[config.mk]
export PLATFORM = sky130hd
export DESIGN_NAME = dirc_ctrl
export DESIGN_NICKNAME = d
export VERILOG_FILES = /design/src/dirc_ctrl.v /design/src/dirc_edge.v
export VERILOG_INCLUDE_DIRS = /design/src
export SDC_FILE = /design/constraint.sdc
export NUM_CORES = 1
export LEC_CHECK = 0
export ABC_AREA = 1
export BUFFER_PORTS_ARGS = -buffer_cell sky130_fd_sc_hd__buf_2
export CAP_MARGIN = 15
export CORE_MARGIN = 5
export CORE_UTILIZATION = 37
export DETAILED_ROUTE_END_ITERATION = 12
export MAX_ROUTING_LAYER = met4
export SLEW_MARGIN = 30
export SYNTH_ARGS = -nofsm -noshare
export SYNTH_HDL_FRONTEND = slang
export SYNTH_SLANG_ARGS = --single-unit
[constraint.sdc]
create_clock -name aclk -period 4.5 [get_ports aclk]
set_input_delay 0.9 -clock aclk [delete_from_list [all_inputs] [get_ports aclk]]
set_output_delay 0.9 -clock aclk [all_outputs]
set_load 0.01 [all_outputs]
[src/dirc_regs.vh]
/*
 * register map, field positions, reset values and codes for the control-pin block.
 * assumes a 32-bit AXI4-Lite slave with word-aligned byte addresses.
 */
`ifndef DIRC_REGS_VH
`define DIRC_REGS_VH

// ****************************************
// register byte offsets
// ****************************************
`define DIRC_OFF_ST0 4'h0
`define DIRC_OFF_ST1 4'h4
`define DIRC_OFF_IMR 4'h8
`define DIRC_OFF_IFR 4'hC

// ****************************************
// fields
// ****************************************
`define DIRC_ST0_GLOBAL_IRQ_DISABLE 9
`define DIRC_ST1_XF 4
`define DIRC_ST1_MAP 0
`define DIRC_ST1_RUN 1
`define DIRC_IFR_NMI 4
`define DIRC_IFR_ACK 5

// ****************************************
// reset values
// ****************************************
`define DIRC_ST0_RST 16'h0200
`define DIRC_IMR_RST 4'h0

// ****************************************
// vectors and response codes
// ****************************************
`define DIRC_VEC_EXT_IRQ_LINE_1 16'h0002
`define DIRC_VEC_NMI 16'h0024
`define DIRC_RESP_OK 2'h0
`define DIRC_RESP_SLVERR 2'h2
`define DIRC_ACK_CYCLES 2'h2

`endif

[src/dirc_ctrl.v]
/*
 * control-pin logic: branch condition, external flag, interrupt flags, priority,
 * acknowledge, reset handling, map select sampling and machine clock output.
 * assumes inputs synchronous to aclk; registers reached over AXI4-Lite.
 */
// How it works
// - conditional instruction taken only when branch condition input is low.
// - external flag set by flag instruction or by loading status word one.
// - reset forces external flag high.
// - output-float low tristates flag, acknowledge and machine clock outputs.
// - acknowledge asserted while vector address of accepted interrupt is fetched.
// - four lines prioritized, masked by mask register and global disable bit 9.
// - pending interrupts latched in flag register; readable, write-one clears.
// - nonmaskable interrupt is never blocked by disable bit or mask.
// - nonmaskable interrupt diverts flow to its own vector.
// - reset low stops execution and holds program counter at zero.
// - after reset release fetching starts at program address zero.
// - map select low at reset maps internal program ROM.
// - map select high at reset sends all program accesses external.
// - map select sampled only during reset; later changes ignored.
// - software may override the sampled map choice through the mode bit.
// - machine clock toggles each cycle; machine cycle bounded by its rising edges.
`include "dirc_regs.vh"
`timescale 1ns/10ps
module dirc_ctrl (
    aclk,
    aresetn,
    system_reset_in_n,
    memory_map_select,
    output_float_n,
    branch_condition_in,
    branch_test,
    branch_taken,
    flag_instr,
    flag_instr_value,
    ext_irq_line_1,
    ext_irq_line_2,
    ext_irq_line_3,
    ext_irq_line_4,
    nmi_in_n,
    fetch_enable,
    irq_vector_valid,
    address_lines,
    internal_rom_mapped,
    external_flag_out,
    external_flag_out_en_n,
    irq_ack_out,
    irq_ack_out_en_n,
    machine_clock_out,
    machine_clock_out_en_n,
    awaddr,
    awvalid,
    awready,
    wdata,
    wstrb,
    wvalid,
    wready,
    bresp,
    bvalid,
    bready,
    araddr,
    arvalid,
    arready,
    rdata,
    rresp,
    rvalid,
    rready
);
    input wire aclk;
    input wire aresetn;
    input wire system_reset_in_n;
    input wire memory_map_select;
    input wire output_float_n;
    input wire branch_condition_in;
    input wire branch_test;
    output wire branch_taken;
    input wire flag_instr;
    input wire flag_instr_value;
    input wire ext_irq_line_1;
    input wire ext_irq_line_2;
    input wire ext_irq_line_3;
    input wire ext_irq_line_4;
    input wire nmi_in_n;
    output wire fetch_enable;
    output wire irq_vector_valid;
    output wire [15:0] address_lines;
    output wire internal_rom_mapped;
    output wire external_flag_out;
    output wire external_flag_out_en_n;
    output wire irq_ack_out;
    output wire irq_ack_out_en_n;
    output wire machine_clock_out;
    output wire machine_clock_out_en_n;
    input wire [3:0] awaddr;
    input wire awvalid;
    output wire awready;
    input wire [31:0] wdata;
    input wire [3:0] wstrb;
    input wire wvalid;
    output wire wready;
    output wire [1:0] bresp;
    output wire bvalid;
    input wire bready;
    input wire [3:0] araddr;
    input wire arvalid;
    output wire arready;
    output wire [31:0] rdata;
    output wire [1:0] rresp;
    output wire rvalid;
    input wire rready;

    localparam S_IDLE = 2'h0;
    localparam S_ACK = 2'h1;

    // ****************************************
    // helpers
    // ****************************************
    function mapped;
        input [3:0] a;
        begin
            mapped = (a == `DIRC_OFF_ST0) || (a == `DIRC_OFF_ST1) ||
                     (a == `DIRC_OFF_IMR) || (a == `DIRC_OFF_IFR);
        end
    endfunction

    // highest priority pending line, line 1 first
    function [2:0] pick;
        input [3:0] p;
        begin
            if (p[0]) begin
                pick = 3'h1;
            end else if (p[1]) begin
                pick = 3'h2;
            end else if (p[2]) begin
                pick = 3'h3;
            end else if (p[3]) begin
                pick = 3'h4;
            end else begin
                pick = 3'h0;
            end
        end
    endfunction

    reg [15:0] st0_q;
    reg xf_q;
    reg map_q;
    reg [3:0] imr_q;
    reg [3:0] ifr_q;
    reg nmi_pend_q;
    reg mclk_q;
    reg [1:0] state_q;
    reg [1:0] cnt_q;
    reg [15:0] vec_q;
    reg run_q;
    reg nmi_prev_q;
    reg [3:0] aw_q;
    reg aw_have_q;
    reg [31:0] w_q;
    reg [3:0] ws_q;
    reg w_have_q;
    reg bvalid_q;
    reg [1:0] bresp_q;
    reg rvalid_q;
    reg [31:0] rdata_q;
    reg [1:0] rresp_q;

    wire [3:0] fall;
    wire in_reset;
    wire wr_go;
    wire [3:0] clr_ifr;
    wire nmi_fall;
    wire [3:0] enabled;
    wire [2:0] win;
    wire take;

    dirc_edge u_e1 (.aclk(aclk), .aresetn(aresetn), .line_n(ext_irq_line_1), .fall(fall[0]));
    dirc_edge u_e2 (.aclk(aclk), .aresetn(aresetn), .line_n(ext_irq_line_2), .fall(fall[1]));
    dirc_edge u_e3 (.aclk(aclk), .aresetn(aresetn), .line_n(ext_irq_line_3), .fall(fall[2]));
    dirc_edge u_e4 (.aclk(aclk), .aresetn(aresetn), .line_n(ext_irq_line_4), .fall(fall[3]));

    assign in_reset = ~system_reset_in_n;
    assign nmi_fall = nmi_prev_q & ~nmi_in_n;

    // ****************************************
    // bus write path
    // ****************************************
    assign awready = ~aw_have_q & ~bvalid_q;
    assign wready = ~w_have_q & ~bvalid_q;
    assign wr_go = aw_have_q & w_have_q & ~bvalid_q;
    assign bvalid = bvalid_q;
    assign bresp = bresp_q;
    assign clr_ifr = (wr_go && aw_q == `DIRC_OFF_IFR && ws_q[0]) ? w_q[3:0] : 4'h0;

    always @(posedge aclk) begin
        if (!aresetn) begin
            aw_have_q <= 1'b0;
            w_have_q <= 1'b0;
            aw_q <= 4'h0;
            w_q <= 32'h0;
            ws_q <= 4'h0;
            bvalid_q <= 1'b0;
            bresp_q <= `DIRC_RESP_OK;
        end else begin
            if (awvalid && awready) begin
                aw_have_q <= 1'b1;
                aw_q <= awaddr;
            end
            if (wvalid && wready) begin
                w_have_q <= 1'b1;
                w_q <= wdata;
                ws_q <= wstrb;
            end
            if (wr_go) begin
                aw_have_q <= 1'b0;
                w_have_q <= 1'b0;
                bvalid_q <= 1'b1;
                bresp_q <= mapped(aw_q) ? `DIRC_RESP_OK : `DIRC_RESP_SLVERR;
            end else if (bvalid_q && bready) begin
                bvalid_q <= 1'b0;
            end
        end
    end

    // ****************************************
    // status, mask, flag and map registers
    // ****************************************
    always @(posedge aclk) begin
        if (!aresetn) begin
            st0_q <= `DIRC_ST0_RST;
            xf_q <= 1'b1;
            map_q <= 1'b0;
            imr_q <= `DIRC_IMR_RST;
        end else if (in_reset) begin
            xf_q <= 1'b1;
            map_q <= ~memory_map_select;
            st0_q <= `DIRC_ST0_RST;
        end else begin
            if (flag_instr) begin
                xf_q <= flag_instr_value;
            end
            if (wr_go && aw_q == `DIRC_OFF_ST0) begin
                if (ws_q[0]) st0_q[7:0] <= w_q[7:0];
                if (ws_q[1]) st0_q[15:8] <= w_q[15:8];
            end
            if (wr_go && aw_q == `DIRC_OFF_ST1 && ws_q[0]) begin
                xf_q <= w_q[`DIRC_ST1_XF];
                map_q <= ~w_q[`DIRC_ST1_MAP];
            end
            if (wr_go && aw_q == `DIRC_OFF_IMR && ws_q[0]) begin
                imr_q <= w_q[3:0];
            end
            // accepted maskable interrupt disables further ones
            if (take && win != 3'h0 && !nmi_pend_q) begin
                st0_q[`DIRC_ST0_GLOBAL_IRQ_DISABLE] <= 1'b1;
            end
        end
    end

    // ****************************************
    // interrupt flags, priority and acknowledge
    // ****************************************
    assign enabled = ifr_q & imr_q & {4{~st0_q[`DIRC_ST0_GLOBAL_IRQ_DISABLE]}};
    assign win = pick(enabled);
    assign take = run_q && state_q == S_IDLE && mclk_q && (nmi_pend_q || win != 3'h0);

    always @(posedge aclk) begin
        if (!aresetn) begin
            ifr_q <= 4'h0;
            nmi_pend_q <= 1'b0;
            nmi_prev_q <= 1'b1;
            state_q <= S_IDLE;
            cnt_q <= 2'h0;
            vec_q <= 16'h0000;
        end else if (in_reset) begin
            ifr_q <= 4'h0;
            nmi_pend_q <= 1'b0;
            nmi_prev_q <= nmi_in_n;
            state_q <= S_IDLE;
            cnt_q <= 2'h0;
            vec_q <= 16'h0000;
        end else begin
            nmi_prev_q <= nmi_in_n;
            // set wins over a clear in the same cycle
            ifr_q <= (ifr_q & ~clr_ifr) | fall;
            if (nmi_fall) begin
                nmi_pend_q <= 1'b1;
            end
            case (state_q)
                S_IDLE: begin
                    if (take) begin
                        state_q <= S_ACK;
                        cnt_q <= `DIRC_ACK_CYCLES;
                        if (nmi_pend_q) begin
                            vec_q <= `DIRC_VEC_NMI;
                            nmi_pend_q <= nmi_fall;
                        end else begin
                            vec_q <= `DIRC_VEC_EXT_IRQ_LINE_1 + {12'h000, win - 3'h1, 1'b0};
                            ifr_q <= ((ifr_q & ~clr_ifr) & ~(4'h1 << (win - 3'h1))) | fall;
                        end
                    end
                end
                S_ACK: begin
                    if (cnt_q == 2'h1) begin
                        state_q <= S_IDLE;
                        cnt_q <= 2'h0;
                    end else begin
                        cnt_q <= cnt_q - 2'h1;
                    end
                end
                default: begin
                    state_q <= S_IDLE;
                end
            endcase
        end
    end

    // ****************************************
    // reset sequencing and machine clock
    // ****************************************
    always @(posedge aclk) begin
        if (!aresetn) begin
            run_q <= 1'b0;
            mclk_q <= 1'b0;
        end else begin
            run_q <= system_reset_in_n;
            mclk_q <= ~mclk_q;
        end
    end

    assign fetch_enable = run_q & ~in_reset;
    assign irq_vector_valid = (state_q == S_ACK);
    assign address_lines = vec_q;
    assign internal_rom_mapped = map_q;
    assign branch_taken = branch_test & ~branch_condition_in & run_q;

    // ****************************************
    // pins with float control
    // ****************************************
    assign external_flag_out = xf_q;
    assign external_flag_out_en_n = ~output_float_n;
    assign irq_ack_out = ~(state_q == S_ACK);
    assign irq_ack_out_en_n = ~output_float_n;
    assign machine_clock_out = mclk_q;
    assign machine_clock_out_en_n = ~output_float_n;

    // ****************************************
    // bus read path
    // ****************************************
    assign arready = ~rvalid_q;
    assign rvalid = rvalid_q;
    assign rdata = rdata_q;
    assign rresp = rresp_q;

    always @(posedge aclk) begin
        if (!aresetn) begin
            rvalid_q <= 1'b0;
            rdata_q <= 32'h0;
            rresp_q <= `DIRC_RESP_OK;
        end else if (arvalid && arready) begin
            rvalid_q <= 1'b1;
            rresp_q <= mapped(araddr) ? `DIRC_RESP_OK : `DIRC_RESP_SLVERR;
            case (araddr)
                `DIRC_OFF_ST0: rdata_q <= {16'h0000, st0_q};
                `DIRC_OFF_ST1: rdata_q <= {27'h0, xf_q, 2'b00, run_q, ~map_q};
                `DIRC_OFF_IMR: rdata_q <= {28'h0, imr_q};
                `DIRC_OFF_IFR: rdata_q <= {26'h0, irq_ack_out, nmi_pend_q, ifr_q};
                default: rdata_q <= 32'h0;
            endcase
        end else if (rvalid_q && rready) begin
            rvalid_q <= 1'b0;
        end
    end
endmodule

[src/dirc_edge.v]
/*
 * falling-edge detector for one active-low interrupt line.
 * assumes the line is synchronous to aclk.
 */
`timescale 1ns/10ps
module dirc_edge (
    aclk,
    aresetn,
    line_n,
    fall
);
    input wire aclk;
    input wire aresetn;
    input wire line_n;
    output wire fall;

    reg prev_q;

    always @(posedge aclk) begin
        if (!aresetn) begin
            prev_q <= 1'b1;
        end else begin
            prev_q <= line_n;
        end
    end

    assign fall = prev_q & ~line_n;
endmodule

==> results of run 1 <==
[cell type report]
cell class,count,area [um^2],area share (%)
clock inverters,4,30.0,0.700
clock buffers,12,155,3.62
flip-flops and latches,86,1720,40.2
well taps,133,166,3.88
repair buffers,84,425,9.92
inverters,40,150,3.50
multi-input cells,352,1640,38.2
[worst max-delay path: stages]
cell and delay [ps]:
buf_2 130, nand2_1 70, inv_1 60, buf_2 120
[layout by cell type, fill, tap and decap left out, drive strengths merged]
master	instances
nor3b	1
nand4	2
a21oi	55
o21ai	34
clkbuf	12
and3	1
nand3b	2
nor2	72
clkinv	4
clkinvlp	1
dfxtp	86
nand2	90
buf	84
o21a	1
or2	1
conb	29
ha	7
nor3	3
nand3	54
inv	39
[logic make-up after synthesis]
family | after synthesis | synth area share, %
other cells | 1 | 0.101
simple gates | 226 | 26.5
flops | 86 | 46.2
buf+inv | 89 | 12.8
fa+ha+maj | 7 | 2.35
compound gates | 90 | 12.1
[sequential cells by signal, indices dropped and copies added (netlist names), 2 cells and up]
signal         count
imr_q              4
rdata             16
address_lines      5
aw_q               4
w_q               16
cnt_q              2
ifr_q              4
ws_q               2
st0_q             16
[per-layer routing]
metal	global-route usage, %	up-vias	wire length, um
li1	-	1700	-
met4	6.49	0	151
met2	22.9	122	3940
met1	19.7	1451	4380
met5	-	-	0
met3	3.23	12	633
[power groups by stage]
stage / clock (mW) / sequential [mW] / combinational [mW]
after CTS: 0.521 / 0.818 / 0.146
after global routing: 0.555 / 0.823 / 0.166
after detailed placement: 0 / 0.836 / 0.145
final: 0.514 / 0.818 / 0.145
after global placement: 0 / 0.835 / 0.142
after floorplan: 0 / 0.827 / 0.122
[through the flow]
stage / hold WS, ps / std cells / util, % / power [mW] / cell area, um^2
final: 451 / 711 / 43.7 / 1.48 / 4290
after global routing: 467 / 711 / 43.7 / 1.54 / 4290
after CTS: 454 / 711 / 43.6 / 1.48 / 4290
after detailed placement: 435 / 695 / 41.8 / 0.981 / 4100
after global placement: 435 / 695 / 41.8 / 0.977 / 4100
after floorplan: 429 / 527 / - / 0.949 / 3830
[how the worst min path moves through the flow]
stage | slack (ps) | endpoint | cells past startpoint
2_1_floorplan | 430 | ifr_q[0]$_SDFF_PN0_ | 2
3_3_place_gp | 440 | machine_clock_out$_SDFF_PN0_ | 1
3_5_place_dp | 430 | machine_clock_out$_SDFF_PN0_ | 1
4_1_cts | 450 | machine_clock_out$_SDFF_PN0_ | 1
5_1_grt | 470 | ifr_q[0]$_SDFF_PN0_ | 2
6_report | 450 | machine_clock_out$_SDFF_PN0_ | 1
==> impl_results.md, run 1 <==
* Final wirelength at 9.10 mm
* Nets at 643
* Post-cts sizing count at 0
* Switch Pwr at 0.404 mW
* Outcome: complete, no violations
* Area grow syn2layout at 15.0%
* Die height at 110 um
* Critical path capture point type: output pin
* R2r endpoint: address_lines[4]$_SDFFE_PN0P_
* Post-DRT Antenna Nets at 0
* Worst min path class: reg -> reg
* Synth cell types at 27
* Mapped Cells at 499
* Clock Skews at 9.49 ps
* Post-CTS setup buffers at 0
* Dominant synthesized flop cell: dfxtp_1
* Min-delay src: machine_clock_out$_SDFF_PN0_
* R2R cell count at 12
* Fill cell count at 1047
* Gpl congestion at 0.794
* Clock-pin slew on the worst setup and hold paths at 80 ps
* CP max FO at 5
* Peak VDD IR at 151 uV
* TritonCTS buffer count at 9
* Core footprint at 9820 um^2
* Antenna violations before repair at 0
* Tightest Pin Transition at 820 ps
* Starting Density at 38.0%
* Setup violations, final at 0
* CP startpoint: system_reset_in_n
* CTS root buffer: clkbuf_8
* DR DRC count at 0
* Clk pwr share at 34.8%
* Total Routing Usage GR at 15.2%
* Synth cell count leaders: 89 x nand2_1, 86 x dfxtp_1, 70 x nor2_1
* Row cnt at 36
* Proportion of power drawn by flip-flops and latches at 55.4%
* Share of layout cells above drive strength 1 at 18.7%
* Worst Slack Setup Final at 2320 ps
* First-pass GRT wire length at 15.0 mm
* I/O pin cnt at 130
* Die area at 12200 um^2
* Max cap viols at 0
* Hold buffer count at CTS at 0
* Pre-CTS setup slack at 1970 ps
* Setup TNS Final at 0 ps
* Number of synthesized flops with an enable pin at 0
* Cell internal pwr at 1.07 mW
* WS Path Type: in -> out
* Required @ worst endpoint at 3600 ps
* H-Tree Depth at 3
* 1st-iter DRT viols at 136
* Post-DP HPWL at 6.88 mm
* Critical Path End: fetch_enable
* Combinational share of power at 9.8%
* RSZ-0062 raised after global routing: false
* Sw Ratio at 27.4%
* Worst path arrival time at 1280 ps
* R2r setup slk at 2390 ps
* Cell area after synthesis at 3730 um^2
* Sequential fraction of the synthesis area at 46.2%
* ANT cells at 0
* CTS sink count at 86
* Ys async rst share at 0%
* Vias post-DR at 3285
* Die width at 110 um
* Worst r2r src: ifr_q[0]$_SDFF_PN0_
* Register bit total from synthesis at 86
* Worst-Skew Late Latency at 350 ps
* Leakage at 1.93 nW
* Yosys warnings at 0
* Final Hold Viols at 0
* Vias in the first global route at 3237
* Worst Setup Start Kind: input port
* Peak Freq at 458 MHz
* Final max-slew violation count at 0
* Via/cell ratio at 4.62
* Slew headroom at 45.1%
* Main area contributors after synthesis: dfxtp_1 46%, nand2_1 9.0%, a21oi_1 7.4%
* PD cells at 345 nW/um^2
* CTS tree: yes
* Buffers on Ports at 82
* DRT Pass-1 Iters at 4
* Largest net degree at the start of global routing at 29
* Total grt overflow at 0
* Top-area cell type share of the netlist area at 46.2%
* Clock Path Buffers at 2
* Routed length per instance at 12.8 um
* Tcrit/Tclk final at 48.5%
* Largest area contributor in the netlist: dfxtp_1
* Tmin final at 2180 ps
* Syn avg cell area at 7.47 um^2
* Count leader, synth: nand2_1
(Power assumes the default switching activity.)
==> run 2, diff against run 1 <==
clock period = 1.9 ns   (was 4.5 ns; I/O delays follow)
==> run 2 against run 1 <==
Register-to-register slack lost 2300 ps; utilization grew 2.5 points; non-clock buffer count rose by 20; die area is the same; via count increased by 0.64%; cell count rose by 2.7%; power grew to 2.5 times the previous value; clock skew about the same; combinational power grew to 2.6 times the previous value; count of clock-buffer cells in the layout stayed put; global-route usage rose by 0.082 points; clock power rose to 2.8 times the previous value; critical endpoint is now ifr_q[2]$_SDFF_PN0_.
==> impl_results.md, run 2 (synthesized netlist as in run 1, its figures left out) <==
* PD cells at 821 nW/um^2 (+140%)
* Antenna violations before repair at 0 (unchanged)
* Setup TNS Final at 0 ps (unchanged)
* Die height at 110 um (unchanged)
* Gpl congestion at 0.893 (+13%)
* Post-DRT Antenna Nets at 0 (unchanged)
* Hold Worst Slack at 211 ps (-240 ps)
* Max cap viols at 0 (unchanged)
* Nets at 663 (+3.1%)
* CTS tree: yes
* Worst Slack Setup Final at 100 ps (-2220 ps)
* Placed cells at 713 (+2.6%)
* 1st-iter DRT viols at 171 (+26%)
* H-Tree Depth at 3 (unchanged)
* Design Area, Final at 4540 um^2 (+5.8%)
* Clock Path Buffers at 2 (unchanged)
* Total grt overflow at 0 (unchanged)
* CP Cell Sequence: nand2_2 -> a21oi_2 -> nand2_1 -> ha_2 -> ha_4 -> inv_1 -> nor2_2 -> nor2_4 -> buf_6 -> nand3_1 -> nand3_1 -> a21oi_1
* RSZ-0062 raised after global routing: true
* CP max FO at 6 (+1)
* I/O pin cnt at 130 (unchanged)
* Buffers on Ports at 82 (unchanged)
* Fill cell count at 1018 (-2.8%)
* Tcrit/Tclk final at 94.7%
* Critical path capture point type: flip-flop
* First-pass GRT wire length at 15.0 mm (-0.46%)
* Area of the multi-input gates at 1690 um^2 (+3.3%)
* Final Util at 46.2% (+2.5 points)
* Required @ worst endpoint at 2150 ps (-1450 ps)
* Clock-pin slew on the worst setup and hold paths at 80 ps (about the same)
* Final wirelength at 8.98 mm (-1.3%)
* GRT met3 Usage at 3.28% (+0.055 points)
* Most frequent cells in the layout: 86 x nand2_1, 83 x dfxtp_1, 82 x buf_2
* Vias in the first global route at 3155 (-2.5%)
* Slowest cell on crit path: dfxtp_2
* Vias post-DR at 3306 (+0.64%)
* GRT busiest layer: met2
* Die width at 110 um (unchanged)
* CTS sink count at 86 (unchanged)
* Total Power at 3.72 mW (+150%)
* Grt met2 use at 22.8% (-0.081 points)
* CP max stage delay at 350 ps (+220 ps)
* Final Hold Viols at 0 (unchanged)
* WS Path Type: reg -> reg
* Largest net degree at the start of global routing at 21 (-28%)
* Core footprint at 9820 um^2 (unchanged)
* Peak Freq at 556 MHz
* Setup violations, final at 0 (unchanged)
* Pre-CTS setup slack at -71.4 ps (-2040 ps)
* Worst-Skew Late Latency at 360 ps (about the same)
* Register Area at 1730 um^2 (+0.22%)
* Outcome: complete, no violations
* Tmin final at 1800 ps
* Share of layout cells above drive strength 1 at 24.0% (+5.3 points)
* Buf/Inv on CP at 2 (-1)
* DRT Pass-1 Iters at 4 (unchanged)
* Leading cell type in the layout, fill and taps excluded: nand2_1
* Clock Skews at 9.79 ps (+0.298 ps)
* Row cnt at 36 (unchanged)
* Routed length per instance at 12.3 um (-3.9%)
* DR DRC count at 0 (unchanged)
* Top delay family on crit path: simple AND/OR/NAND/NOR gates
* Die area at 12200 um^2 (unchanged)
* Via/cell ratio at 4.53 (-2.0%)
* Worst min path class: in -> reg
* Peak VDD IR at 403 uV (+170%)
* Starting Density at 38.0% (unchanged)
* Hold buffer count at CTS at 0 (unchanged)
* Worst Setup Start Kind: flip-flop
* Total Routing Usage GR at 15.3% (+0.082 points)
* Leakage at 2.06 nW (+6.6%)
* R2r setup slk at 100 ps (-2290 ps)
* DP Area at 4240 um^2 (+3.3%)
* Post-DP HPWL at 7.03 mm (+2.2%)
* TritonCTS buffer count at 9 (unchanged)
* Area grow syn2layout at 21.6%
* Worst path arrival time at 2050 ps (+770 ps)
* ANT cells at 0 (unchanged)
* CTS root buffer: clkbuf_8
* Most frequent CP cell: nand3_1
* Finished Layout Cells at 730 (+2.7%)
* Met1 global-route usage at 20.1% (+0.40 points)
* Final max-slew violation count at 0 (unchanged)
==> run 2: changes by cell type in the layout (fill, tap and decap cells not counted), sizes merged <==
cell / change
buf: +20
bufinv: +2
clkinv: -2
inv: -1
==> run 2: cell type report <==
type	instances	area share [%]
sequential	86	38.0
multi-input combinational	352	37.3
timing repair buffer	104	12.8
tap	133	3.67
clock buffer	12	3.42
inverter	40	3.31
clock inverter	3	1.49
==> run 2: worst paths after layout <==
kind	start	endpoint	cells after the start
setup / recovery	imr_q[1]$_SDFFE_PN0P_	ifr_q[2]$_SDFF_PN0_	12
setup reg to reg	imr_q[1]$_SDFFE_PN0P_	ifr_q[2]$_SDFF_PN0_	12
hold / removal	ext_irq_line_3	u_e3.prev_q$_SDFF_PN1_	3
hold reg to reg	u_e2.prev_q$_SDFF_PN1_	ifr_q[1]$_SDFF_PN0_	2
==> run 2: layer usage <==
layer | share of wire [%] | wire length [um] | up-vias
met3 | 6.3 | 569 | 13
met1 | 48 | 4340 | 1445
met4 | 1.8 | 165 | 0
li1 | - | - | 1741
met2 | 43 | 3910 | 107
met5 | 0 | 0 | -
==> run 2: worst reg2reg max path, stage by stage (launching register included) <==
cell	delay, ps
dfxtp_2	350
nand2_2	70
a21oi_2	150
nand2_1	90
ha_2	200
ha_4	150
inv_1	60
nor2_2	50
nor2_4	160
buf_6	140
nand3_1	100
nand3_1	110
a21oi_1	70
==> run 2: power by group <==
group,leakage [nW],switching (mW),internal (mW)
clock network,0.109,0.615,0.806
logic,1.24,0.238,0.133
registers,0.703,0.0563,1.87
total,2.06,0.910,2.81
==> run 2: what timing repair did <==
| action | 4_1_cts | 5_1_grt |
|---|---|---|
| endpoints found under the setup margin | 6 | 11 |
| pin swaps | 2 | 4 |
| endpoints found under the hold margin | 0 | 0 |
| resized for setup | 4 | 16 |
| setup buffers | 0 | 2 |
==> run 3, diff against run 2 <==
SKIP_CTS_REPAIR_TIMING = 1   (was not set)
SYNTH_HIERARCHICAL = 1   (was not set)
==> run 3 against run 2 <==
Synthesized cell count grew 1.0%; sequential share of layout area up 0.093 points; synthesized area up 0.60%; critical endpoint is now address_lines[3]$_SDFFE_PN0P_; clock skew barely moved; largest power group unchanged.
==> impl_results.md, run 3 <==
* Outcome: complete, no violations
* Syn avg cell area at 7.45 um^2 (-0.39%)
* ANT cells at 0 (unchanged)
* Slew headroom at 57.6%
* PD cells at 805 nW/um^2 (-1.9%)
* R2R cell count at 11 (-1)
* Starting Density at 38.2% (+0.23 points)
* WS Path Type: reg -> reg
* Peak Freq at 533 MHz (-4.1%)
* Sequential fraction of the synthesis area at 45.9% (-0.28 points)
* Post-DP HPWL at 6.91 mm (-1.7%)
* CTS sink count at 86 (unchanged)
* Synth cell count leaders: 86 x dfxtp_1, 85 x nand2_1, 77 x nor2_1
* Clock-pin slew on the worst setup and hold paths at 80 ps (about the same)
* Critical Path End: address_lines[3]$_SDFFE_PN0P_
* R2r setup slk at 20 ps (-80 ps)
* Leading cell type in the layout, fill and taps excluded: nand2_1
* Setup violations, final at 0 (unchanged)
* CP startpoint: ifr_q[1]$_SDFF_PN0_
* Row cnt at 36 (unchanged)
* Tcrit/Tclk final at 98.8% (+4.1 points)
* DR DRC count at 0 (unchanged)
* Mapped Cells at 504 (+1.0%)
* Buffers on Ports at 82 (unchanged)
* Worst-Skew Late Latency at 350 ps (about the same)
* Number of synthesized flops with an enable pin at 0 (unchanged)
* Gpl congestion at 0.909 (+1.7%)
* Final max-slew violation count at 0 (unchanged)
* Tightest Pin Transition at 633 ps
* Final Hold Viols at 0 (unchanged)
* I/O pin cnt at 130 (unchanged)
* Synth Area in Compound Gates at 11.6% (-0.54 points)
* Nets at 669 (+0.90%)
* R2r endpoint: address_lines[3]$_SDFFE_PN0P_
* RSZ-0062 raised after global routing: true
* DRT Pass-1 Iters at 5 (+1)
* Core footprint at 9820 um^2 (unchanged)
* Total Power at 3.65 mW (-1.9%)
* Die width at 111 um (+0.28%)
* Largest family of logic cells by synthesized area: simple AND/OR/NAND/NOR gates
* Xor and xnor area share after synthesis at 0% (unchanged)
* DP Area at 4250 um^2 (+0.24%)
* 1st-iter DRT viols at 143 (-16%)
* Vias post-DR at 3379 (+2.2%)
* Fill cell count at 1013 (-0.49%)
* Clock Skews at 9.66 ps (-0.129 ps)
* Die area at 12300 um^2 (+0.55%)
* Antenna violations before repair at 0 (unchanged)
* Required @ worst endpoint at 2170 ps (+20 ps)
* Hold Worst Slack at 230 ps (+18.7 ps)
* Synth cell types at 30 (+11%)
* CTS tree: yes
* Pre-CTS setup slack at -55.7 ps (+15.7 ps)
* Ys async rst share at 0% (unchanged)
* Top-area cell type share of the netlist area at 45.9% (-0.28 points)
* Fraction of the mapped netlist area in simple logic gates at 26.8% (+0.31 points)
* Largest net degree at the start of global routing at 21 (unchanged)
* Register bit total from synthesis at 86 (unchanged)
* Dominant synthesized flop cell: dfxtp_1
* Total grt overflow at 0 (unchanged)
* Worst path arrival time at 2150 ps (+100 ps)
* H-Tree Depth at 3 (unchanged)
* Most frequent cells in the layout: 83 x nand2_1, 82 x dfxtp_1, 82 x buf_2
* Multiplexer area fraction after synthesis at 0.267% (+0.27 points)
* Max cap viols at 0 (unchanged)
* Routed length per instance at 12.3 um (+0.21%)
* TritonCTS buffer count at 9 (unchanged)
* Total Routing Usage GR at 14.9% (-0.41 points)
* Peak VDD IR at 375 uV (-6.9%)
* Post-DRT Antenna Nets at 0 (unchanged)
* Die height at 111 um (+0.28%)
* Worst Setup Start Kind: flip-flop
* Share of layout cells above drive strength 1 at 23.9% (-0.073 points)
* Area grow syn2layout at 20.9%
* Vias in the first global route at 3123 (-1.0%)
* Main area contributors after synthesis: dfxtp_1 46%, nand2_1 8.5%, nor2_1 7.7%
* Clock Path Buffers at 2 (unchanged)
* Final wirelength at 9.08 mm (+1.0%)
* Worst min path class: in -> reg
* CP max FO at 7 (+1)
* Design Area, Final at 4540 um^2 (about the same)
* Cell area after synthesis at 3750 um^2 (+0.60%)
* Register Area at 1730 um^2 (+0.22%)
* Worst Slack Setup Final at 23.0 ps (-77.2 ps)
* Via/cell ratio at 4.59 (+1.4%)
* Worst r2r src: ifr_q[1]$_SDFF_PN0_
* Yosys warnings at 6 (+6)
* Area of the multi-input gates at 1700 um^2 (+0.15%)
* Count leader, synth: dfxtp_1
* Leakage at 2.08 nW (+1.3%)
* Tmin final at 1880 ps (+77.2 ps)
* First-pass GRT wire length at 14.7 mm (-1.4%)
* CTS root buffer: clkbuf_8
* Critical path capture point type: flip-flop
* Largest area contributor in the netlist: dfxtp_1
* Adder-Cell Fraction of Synth Area at 2.33% (-0.014 points)
==> run 3: cell count changes in the layout (fill, tap and decap cells not counted), moves of 2 or more <==
cell      change
inv_1         +3
a21oi_1       -4
nand3_1       +2
inv_2         +2
nor2_1        +7
nand2_1       -3
clkbuf_8      -2
==> run 3: worst min-delay path by stage <==
stage / from / endpoint / cells past startpoint
4_1_cts: ext_irq_line_2 / u_e2/prev_q$_SDFF_PN1_ / 3
5_1_grt: ext_irq_line_4 / u_e4/prev_q$_SDFF_PN1_ / 3
3_3_place_gp: machine_clock_out$_SDFF_PN0_ / machine_clock_out$_SDFF_PN0_ / 1
6_report: ext_irq_line_4 / u_e4/prev_q$_SDFF_PN1_ / 3
2_1_floorplan: nmi_prev_q$_SDFF_PN1_ / nmi_pend_q$_SDFF_PN0_ / 2
3_5_place_dp: machine_clock_out$_SDFF_PN0_ / machine_clock_out$_SDFF_PN0_ / 1
==> run 3: where the power goes <==
group          leakage [nW]  internal, mW  switching, mW  total, mW
Sequential            0.704          1.87         0.0537       1.93
Clock                0.0994         0.733          0.617       1.35
Combinational          1.28         0.133          0.242      0.375
==> run 3: layout make-up <==
class                   count  area share [%]
clock inverters             4            1.60
inverters                  44            3.64
multi-input cells         354            37.4
flip-flops and latches     86            38.1
repair buffers            104            12.7
well taps                 133            3.67
clock buffers              11            2.90
==> run 3: cells by family (layout without fill, tap and decap cells) <==
group | count (synthesis) | in the layout
adders and majority gates | 7 | 7
buffers and inverters | 92 | 163
other | 1 | 29
DFF | 86 | 86
muxes | 1 | 1
and+or+nand+nor | 231 | 231
AOI/OAI and AO/OA | 86 | 86
==> run 3: layer usage <==
layer	wire length, um	global-route usage [%]	share of wire (%)
met1	4400	20.3	48
met2	3810	21.2	42
met3	740	3.93	8.2
met4	124	5.09	1.4
met5	0	-	0
==> run 3: critical path, stage by stage, from the launching register on <==
cell and delay [ps]:
dfxtp_1 340, nand2_1 100, a21oi_2 180, nand2_1 120, ha_2 220, ha_4 150
inv_1 60, nor2_2 50, nor2_4 190, nand2_2 100, or2_0 210, a21oi_1 110
==> run 3: metrics by stage <==
step | std cells | util, % | TNS, ps
6_report | 736 | 46.2 | 0
5_1_grt | 736 | 46.2 | -404
4_1_cts | 732 | 45.3 | -169
3_5_place_dp | 717 | 43.2 | -94.7
3_3_place_gp | 717 | 43.2 | 0
2_1_floorplan | 532 | - | 0
